<file path="src/logic/qdac_cfg.svh">
// constants for the quad dac serial command logic
`ifndef QDAC_CFG_SVH
`define QDAC_CFG_SVH
`define QDAC_WORD_BITS 16
`define QDAC_CODE_BITS 10
`define QDAC_CHANNELS 4
`define QDAC_CMD_MSB 15
`define QDAC_CMD_LSB 12
`define QDAC_DATA_MSB 11
`define QDAC_DATA_LSB 2
`define QDAC_OP_IDLE 4'h0
`define QDAC_OP_USER_LO 4'h2
`define QDAC_OP_UPDATE 4'h4
`define QDAC_OP_USER_HI 4'h6
`define QDAC_OP_LOAD_ALL 4'h8
`define QDAC_OP_MODE0 4'ha
`define QDAC_OP_SHDN 4'hc
`define QDAC_OP_MODE1 4'he
`define QDAC_CODE_RESET 10'h000
`endif

</file>
<file path="src/logic/qdac_pkg.sv">
// types for the quad dac serial command logic
package qdac_pkg;
    typedef struct packed {
        logic [1:0] addr;
        logic [1:0] ctrl;
        logic [9:0] code;
        logic [1:0] sub;
    } qdac_word_t;
    typedef struct packed {
        logic rise;
        logic fall;
    } qdac_edges_t;
endpackage : qdac_pkg

</file>
<file path="src/logic/qdac_top.sv">
// serial command interpreter of the quad dac
`timescale 1ns/10ps
`include "qdac_cfg.svh"
// Notes on behaviour
// - word is addr(2), ctrl(2), code(10), sub(2), msb first
// - each channel has input register then dac register; input register loaded only when named
// - ctrl 01 loads addressed input register only
// - ctrl 11 loads addressed input register then copies all to dac
// - code 0100 copies all inputs to dacs and leaves shutdown
// - code 1000 loads all dacs from shift data and leaves shutdown
// - code 1100 enters shutdown only while lockout_n high
// - 0010 drives user output low, 0110 drives it high
// - code 0000 changes nothing
// - 1110 selects rising-edge echo output and copies inputs to dacs
// - 1010 selects falling-edge echo output and copies inputs to dacs
// - shutdown keeps decoding words and keeps input registers
// - ctrl 11, 0100 and 1000 bring the part out of shutdown; 1110 and 1010 update dacs but do not
// - shift register msb drives serial data out for echo
// - data sampled on serial clock rising edge while select low
// - command executes on rising edge of chip select
// - echo lags 16.5 cycles in falling mode, 16 in rising mode
// - clear_n zeroes all registers, user output and serial data out
module qdac_top #(
    parameter int CODE_BITS = `QDAC_CODE_BITS,
    parameter int WORD_BITS = `QDAC_WORD_BITS
) (
    // clock and reset
    input wire logic clk,
    input wire logic rst_n,
    // serial link pins
    input wire logic serial_clock,
    input wire logic chip_select_n,
    input wire logic serial_data_in,
    output logic serial_data_out,
    // control pins
    input wire logic clear_n,
    input wire logic lockout_n,
    output logic user_output,
    output logic shutdown,
    output logic rising_mode,
    // dac register contents
    output logic [CODE_BITS-1:0] dac_a,
    output logic [CODE_BITS-1:0] dac_b,
    output logic [CODE_BITS-1:0] dac_c,
    output logic [CODE_BITS-1:0] dac_d
);
    localparam int CH = `QDAC_CHANNELS;

    typedef enum logic [0:0] {
        QDAC_IDLE = 1'b0,
        QDAC_SHIFT = 1'b1
    } qdac_state_t;

    // synchronised pins
    logic sclk_lvl;
    logic cs_lvl;
    logic din_lvl;
    logic clr_lvl;
    logic lock_lvl;
    qdac_pkg::qdac_edges_t sclk_e;
    qdac_pkg::qdac_edges_t cs_e;
    qdac_pkg::qdac_edges_t lock_e;

    // idle levels: clock and data low, select, clear and lockout high
    qdac_sync #(.IDLE_LEVEL(1'b0)) u_sync_sclk (.clk(clk), .rst_n(rst_n), .pin(serial_clock),
        .level(sclk_lvl), .edges(sclk_e));
    qdac_sync #(.IDLE_LEVEL(1'b1)) u_sync_cs (.clk(clk), .rst_n(rst_n), .pin(chip_select_n),
        .level(cs_lvl), .edges(cs_e));
    qdac_sync #(.IDLE_LEVEL(1'b0)) u_sync_din (.clk(clk), .rst_n(rst_n), .pin(serial_data_in),
        .level(din_lvl), .edges());
    qdac_sync #(.IDLE_LEVEL(1'b1)) u_sync_clr (.clk(clk), .rst_n(rst_n), .pin(clear_n),
        .level(clr_lvl), .edges());
    qdac_sync #(.IDLE_LEVEL(1'b1)) u_sync_lock (.clk(clk), .rst_n(rst_n), .pin(lockout_n),
        .level(lock_lvl), .edges(lock_e));

    // shift register and framing
    qdac_state_t state;
    qdac_state_t next_state;
    logic [WORD_BITS-1:0] shreg;
    logic [4:0] bit_count;
    logic word_full;
    logic echo_hold;

    wire clearing = !clr_lvl;
    wire cs_active = !cs_lvl;
    wire sample = cs_active && sclk_e.rise;
    wire [WORD_BITS-1:0] next_shreg = {shreg[WORD_BITS-2:0], din_lvl};

    always_comb begin
        next_state = state;
        case (state)
            QDAC_IDLE: if (cs_active) next_state = QDAC_SHIFT;
            QDAC_SHIFT: if (!cs_active) next_state = QDAC_IDLE;
            default: next_state = QDAC_IDLE;
        endcase
    end

    always_ff @(posedge clk or negedge rst_n) begin
        if (!rst_n) begin
            state <= QDAC_IDLE;
        end else begin
            state <= next_state;
        end
    end

    // count saturates at the word length; two 8-bit bursts count the same as one
    always_ff @(posedge clk or negedge rst_n) begin
        if (!rst_n) begin
            bit_count <= 5'h00;
        end else if (clearing || (state == QDAC_IDLE && cs_active)) begin
            bit_count <= 5'h00;
        end else if (sample && !word_full) begin
            bit_count <= bit_count + 5'h01;
        end
    end
    assign word_full = (bit_count >= 5'(WORD_BITS));

    always_ff @(posedge clk or negedge rst_n) begin
        if (!rst_n) begin
            shreg <= '0;
        end else if (clearing) begin
            shreg <= '0;
        end else if (sample) begin
            shreg <= next_shreg;
        end
    end

    // msb as it stood before each shift, shown half a clock later in mode 0
    always_ff @(posedge clk or negedge rst_n) begin
        if (!rst_n) begin
            echo_hold <= 1'b0;
        end else if (clearing) begin
            echo_hold <= 1'b0;
        end else if (sample) begin
            echo_hold <= shreg[WORD_BITS-1];
        end
    end

    // command decode at the end of the frame
    qdac_pkg::qdac_word_t word;
    assign word = shreg;
    wire [3:0] op = {word.addr, word.ctrl};
    wire execute = cs_e.rise && word_full && !clearing;

    wire op_load_in = (word.ctrl == 2'b01);
    wire op_load_upd = (word.ctrl == 2'b11);
    wire op_update = (op == `QDAC_OP_UPDATE);
    wire op_load_all = (op == `QDAC_OP_LOAD_ALL);
    wire op_shdn = (op == `QDAC_OP_SHDN);
    wire op_mode1 = (op == `QDAC_OP_MODE1);
    wire op_mode0 = (op == `QDAC_OP_MODE0);
    wire op_user_lo = (op == `QDAC_OP_USER_LO);
    wire op_user_hi = (op == `QDAC_OP_USER_HI);
    // code 0000 matches no decode line, so nothing moves

    wire copy_all = execute && (op_load_upd || op_update || op_mode1 || op_mode0);
    wire wake = execute && (op_update || op_load_all || op_load_upd);

    // channel registers
    logic [CODE_BITS-1:0] dac_q [CH];
    genvar g;
    generate
        for (g = 0; g < CH; g++) begin : g_chan
            wire named = (word.addr == 2'(g));
            qdac_chan #(.CODE_BITS(CODE_BITS)) u_chan (
                .clk(clk),
                .rst_n(rst_n),
                .clear(clearing),
                .load_input(execute && named && (op_load_in || op_load_upd)),
                .load_dac_direct(execute && op_load_all),
                .copy_input(copy_all),
                .code(word.code),
                .input_reg(),
                .dac_reg(dac_q[g])
            );
        end
    endgenerate

    // mode and control state
    always_ff @(posedge clk or negedge rst_n) begin
        if (!rst_n) begin
            shutdown <= 1'b0;
            rising_mode <= 1'b0;
            user_output <= 1'b0;
        end else if (clearing) begin
            shutdown <= 1'b0;
            rising_mode <= 1'b0;
            user_output <= 1'b0;
        end else begin
            if (execute && op_shdn && lock_lvl) begin
                shutdown <= 1'b1;
            end else if (wake || lock_e.fall) begin
                shutdown <= 1'b0;
            end
            if (execute && op_mode1) begin
                rising_mode <= 1'b1;
            end else if (execute && op_mode0) begin
                rising_mode <= 1'b0;
            end
            if (execute && op_user_hi) begin
                user_output <= 1'b1;
            end else if (execute && op_user_lo) begin
                user_output <= 1'b0;
            end
        end
    end

    // echo output: mode 1 updates on rising edge, mode 0 half a cycle later
    wire echo_load = rising_mode ? sample : sclk_e.fall;
    wire echo_bit = rising_mode ? shreg[WORD_BITS-1] : echo_hold;
    always_ff @(posedge clk or negedge rst_n) begin
        if (!rst_n) begin
            serial_data_out <= 1'b0;
        end else if (clearing) begin
            serial_data_out <= 1'b0;
        end else if (echo_load) begin
            serial_data_out <= echo_bit;
        end
    end

    always_ff @(posedge clk or negedge rst_n) begin
        if (!rst_n) begin
            dac_a <= '0;
            dac_b <= '0;
            dac_c <= '0;
            dac_d <= '0;
        end else begin
            dac_a <= dac_q[0];
            dac_b <= dac_q[1];
            dac_c <= dac_q[2];
            dac_d <= dac_q[3];
        end
    end
endmodule : qdac_top

</file>
<file path="src/logic/qdac_sync.sv">
// two-flop synchroniser with edge detection
`timescale 1ns/10ps
module qdac_sync #(
    parameter logic IDLE_LEVEL = 1'b0
) (
    // clock and reset
    input wire logic clk,
    input wire logic rst_n,
    // pin in, synchronised level and edges out
    input wire logic pin,
    output logic level,
    output qdac_pkg::qdac_edges_t edges
);
    logic meta;
    logic prev;
    // flops start at the pin's idle level, so reset release shows no edge
    always_ff @(posedge clk or negedge rst_n) begin
        if (!rst_n) begin
            meta <= IDLE_LEVEL;
            level <= IDLE_LEVEL;
            prev <= IDLE_LEVEL;
        end else begin
            meta <= pin;
            level <= meta;
            prev <= level;
        end
    end
    // rise first, then fall, as the edge struct packs them
    assign edges = {level && !prev, !level && prev};
endmodule : qdac_sync

</file>
<file path="src/logic/qdac_chan.sv">
// one channel: input register followed by dac register
`timescale 1ns/10ps
`include "qdac_cfg.svh"
module qdac_chan #(
    parameter int CODE_BITS = `QDAC_CODE_BITS
) (
    // clock and reset
    input wire logic clk,
    input wire logic rst_n,
    input wire logic clear,
    // load controls
    input wire logic load_input,
    input wire logic load_dac_direct,
    input wire logic copy_input,
    input wire logic [CODE_BITS-1:0] code,
    // register contents
    output logic [CODE_BITS-1:0] input_reg,
    output logic [CODE_BITS-1:0] dac_reg
);
    wire [CODE_BITS-1:0] next_input = load_input ? code : input_reg;
    wire [CODE_BITS-1:0] next_dac = load_dac_direct ? code :
                                    copy_input ? next_input : dac_reg;
    always_ff @(posedge clk or negedge rst_n) begin
        if (!rst_n) begin
            input_reg <= '0;
            dac_reg <= '0;
        end else if (clear) begin
            input_reg <= '0;
            dac_reg <= '0;
        end else begin
            input_reg <= next_input;
            dac_reg <= next_dac;
        end
    end
endmodule : qdac_chan

</file>
<file path="config.mk">
export PLATFORM = sky130hd
export DESIGN_NAME = qdac_top
export DESIGN_NICKNAME = d
export VERILOG_FILES = /design/src/logic/qdac_pkg.sv /design/src/logic/qdac_top.sv /design/src/logic/qdac_sync.sv /design/src/logic/qdac_chan.sv
export VERILOG_INCLUDE_DIRS = /design/src /design/src/logic
export SDC_FILE = /design/constraint.sdc
export NUM_CORES = 1
export LEC_CHECK = 0
export BUFFER_PORTS_ARGS = -buffer_cell sky130_fd_sc_hd__buf_2
export CAP_MARGIN = 10
export CORE_ASPECT_RATIO = 0.8
export CORE_UTILIZATION = 64
export CTS_CLUSTER_SIZE = 20
export DETAILED_ROUTE_END_ITERATION = 8
export PLACE_DENSITY = 0.95
export SLEW_MARGIN = 20
export SYNTH_ARGS = -nofsm -noshare
export SYNTH_HDL_FRONTEND = slang
export SYNTH_SLANG_ARGS = --single-unit
</file>
<file path="constraint.sdc">
create_clock -name clk -period 5.7 [get_ports clk]
set_clock_uncertainty 0.2 [all_clocks]
set_input_delay 0.57 -clock clk [delete_from_list [all_inputs] [get_ports clk]]
set_output_delay 0.57 -clock clk [all_outputs]
set_load 0.01 [all_outputs]
</file>
==> out/results.ini <==
[detailed_routing]
drt-initial-drc-count=398
viasPerCell=6.29
first_pass_iters=5
drc=0
wirelength_um=14000
routedWlPerCell_um=20.2
vias=4366
antenna_left=0

[synth]
synth_edf_count=0
synth-seq-cells=160
synth_warnings=0
synth_nets=542
synth-main-ff-cell=dfrtp_1
yosysSeqAreaShare=0.636
synth_cell_type_count=45
syn_area_um2=6310
synth_area_leaders=dfrtp_1, a21boi_0, nand2_1
async_flop_share=1.00
yosys.area.top_type=dfrtp_1
synth_top_area_frac=0.603
syn_inst=533
syn_area_per_cell_um2=11.8

[cts]
postCtsSetupRepairBufs=0
cts_tree=yes
insertion_delay_ns=0.43
cts_buffers=17
clockBufferDepth=2
path_clk_slew_ns=0.06
cts.sinks=160
h-tree-depth=4
root_buffer=clkbuf_16
post_cts_resized=0
cts_hold_buf=0

[power_and_ir_drop]
leakage_nw=3.32
vdd_drop_max_mv=0.226
power_density_nw_per_um2=333

[critical_path]
crit_type=flop to flop
r2r_slack_ns=2.71
crit_required_ns=5.86
startpoint=u_sync_clr.level
crit_chain=nand4b_1, nor3_1, or2_1, a221o_1
cp.arrival_ns=3.15
reg2reg_to=g_chan[3].u_chan.dac_reg[8]
path_depth=4
r2r_start=u_sync_clr.level
cp_slowest_cell=dfstp_2
worstRegToRegCells=4
start_kind=flop
crit_family=simple AND/OR/NAND/NOR gates
max_stage_delay_ns=0.80
critPathCaptureType=flop
cp_max_fo=31
path_buf_inv=0

[run]
cap_violations=0

[placed_design]
gp_congestion=0.861
dp_hpwl_um=8210
port_buffers=50
pre_cts_slack_ns=2.79

[hold_path]
min_from=lockout_n
hold_class=primary input to flop
hold-path-cell-count=1
whs_endpoint=u_sync_lock.meta

[timing]
slew_violations=0
min_period_over_period=0.524
timing.slew.headroom=0.256
fin_setup_tns_ns=0
finalCriticalPeriod_ns=2.99
fin_ws_ns=2.71
worstMarginPinSlew_ns=1.11
fmax_mhz=335
rsz0062_at_grt=false
hold_viol=0
setup_viol=0

[floorplan]
initial_utilization=0.657
die-area_um2=10300
die_y_um=90.8
die_w_um=113
pin_count=51
core_um2=9610
fp-row-count=32

[grt]
track_usage=0.297
grt_max_degree=112
grt-ovfl-total=0
grt_pass1_vias=4318
grt_pass1_wl_um=22700
antenna_found_initial=0

[finish]
seq_area_um2=4010
diodes=0
nNetsFinal=572
multi_input_area_um2=2100
areaGrowthSynthToFinish_pct=14.0
drive_gt1_frac=0.169
fillers=580

[outcome]
status=complete, no violations

where the power goes:
part	internal [W]	leakage [nW]	switching, W
clock	0.000745	0.288	0.000458
sequential	0.00114	2.19	0.00000697
combinational	0.0000108	0.841	0.0000338
cell families after synthesis:
| kind of cell | Yosys count | synth area share |
|---|---|---|
| AND/OR/NAND/NOR | 164 | 0.122 |
| AO/OA/AOI/OAI | 134 | 0.165 |
| multiplexers | 23 | 0.0365 |
| buffers and inverters | 48 | 0.0335 |
| XOR/XNOR | 2 | 0.00278 |
| flip-flops | 160 | 0.636 |
| adder cells (fa/ha/maj) | 2 | 0.00396 |
cell usage in the layout (no fill, tap or decap), types with 3 or more instances in the layout:
master,n
a221o_1,30
dfrtp_1,152
inv_1,6
clkbuf_16,17
mux2i_1,23
nand2_1,94
o21ai_0,16
o2bb2ai_1,10
a21boi_0,47
nor2_1,19
a21oi_1,5
o21a_1,6
dfstp_2,8
bufinv_16,4
nor2b_1,13
o22ai_1,10
buf_4,3
buf_2,49
and2_1,3
clkinvlp_4,5
and3_1,17
cell type report:
cell class	count	share of cell area
sequential	160	0.558
multi-input combinational	325	0.292
clock buffer	19	0.0616
timing repair buffer	53	0.0388
clock inverter	12	0.0256
tap	119	0.0207
inverter	6	0.00313
layer usage:
layer  share of wire  GRT usage  wire [um]  vias to the layer above
li1                -          -          -                     1930
met4           0.032      0.124        444                        0
met5               0          0          0                        -
met2            0.49      0.467       6830                      237
met3           0.075     0.0893       1060                       36
met1            0.40      0.389       5660                     2163
cells in the mapped netlist (4+ instances only):
| master | instances |
|---|---|
| o22ai_1 | 10 |
| dfrtp_1 | 152 |
| inv_1 | 6 |
| nand2_1 | 94 |
| a21boi_0 | 47 |
| o21a_1 | 6 |
| mux2i_1 | 23 |
| dfstp_2 | 8 |
| and3_1 | 17 |
| nor2_1 | 19 |
| o21ai_0 | 16 |
| nor2b_1 | 13 |
| o2bb2ai_1 | 10 |
| clkbuf_1 | 28 |
| a21oi_1 | 5 |
| buf_2 | 7 |
| buf_4 | 4 |
| a221o_1 | 30 |
how the worst max path moves through the flow:
stage                                       end  slack (ns)
global route        g_chan[3].u_chan.dac_reg[8]        2.47
global placement    g_chan[3].u_chan.dac_reg[0]        2.95
floorplan           g_chan[3].u_chan.dac_reg[6]        3.65
CTS                 g_chan[3].u_chan.dac_reg[4]        2.77
detailed placement  g_chan[3].u_chan.dac_reg[8]        2.79
finish              g_chan[3].u_chan.dac_reg[8]        2.71
through the flow:
stage / cells / hold slack, ns / power [W] / instance area (um^2) / util
detailed placement: 663 / 0.141 / 0.00122 / 6560 / 0.683
CTS: 694 / 0.0281 / 0.00241 / 7190 / 0.748
floorplan: 533 / 0.0744 / 0.00119 / 6310 / -
global placement: 663 / 0.131 / 0.00121 / 6560 / 0.683
finish: 694 / 0.0426 / 0.00240 / 7190 / 0.749
global route: 694 / 0.0309 / 0.00246 / 7190 / 0.749
No activity file was read; power rests on OpenSTA's default activity.
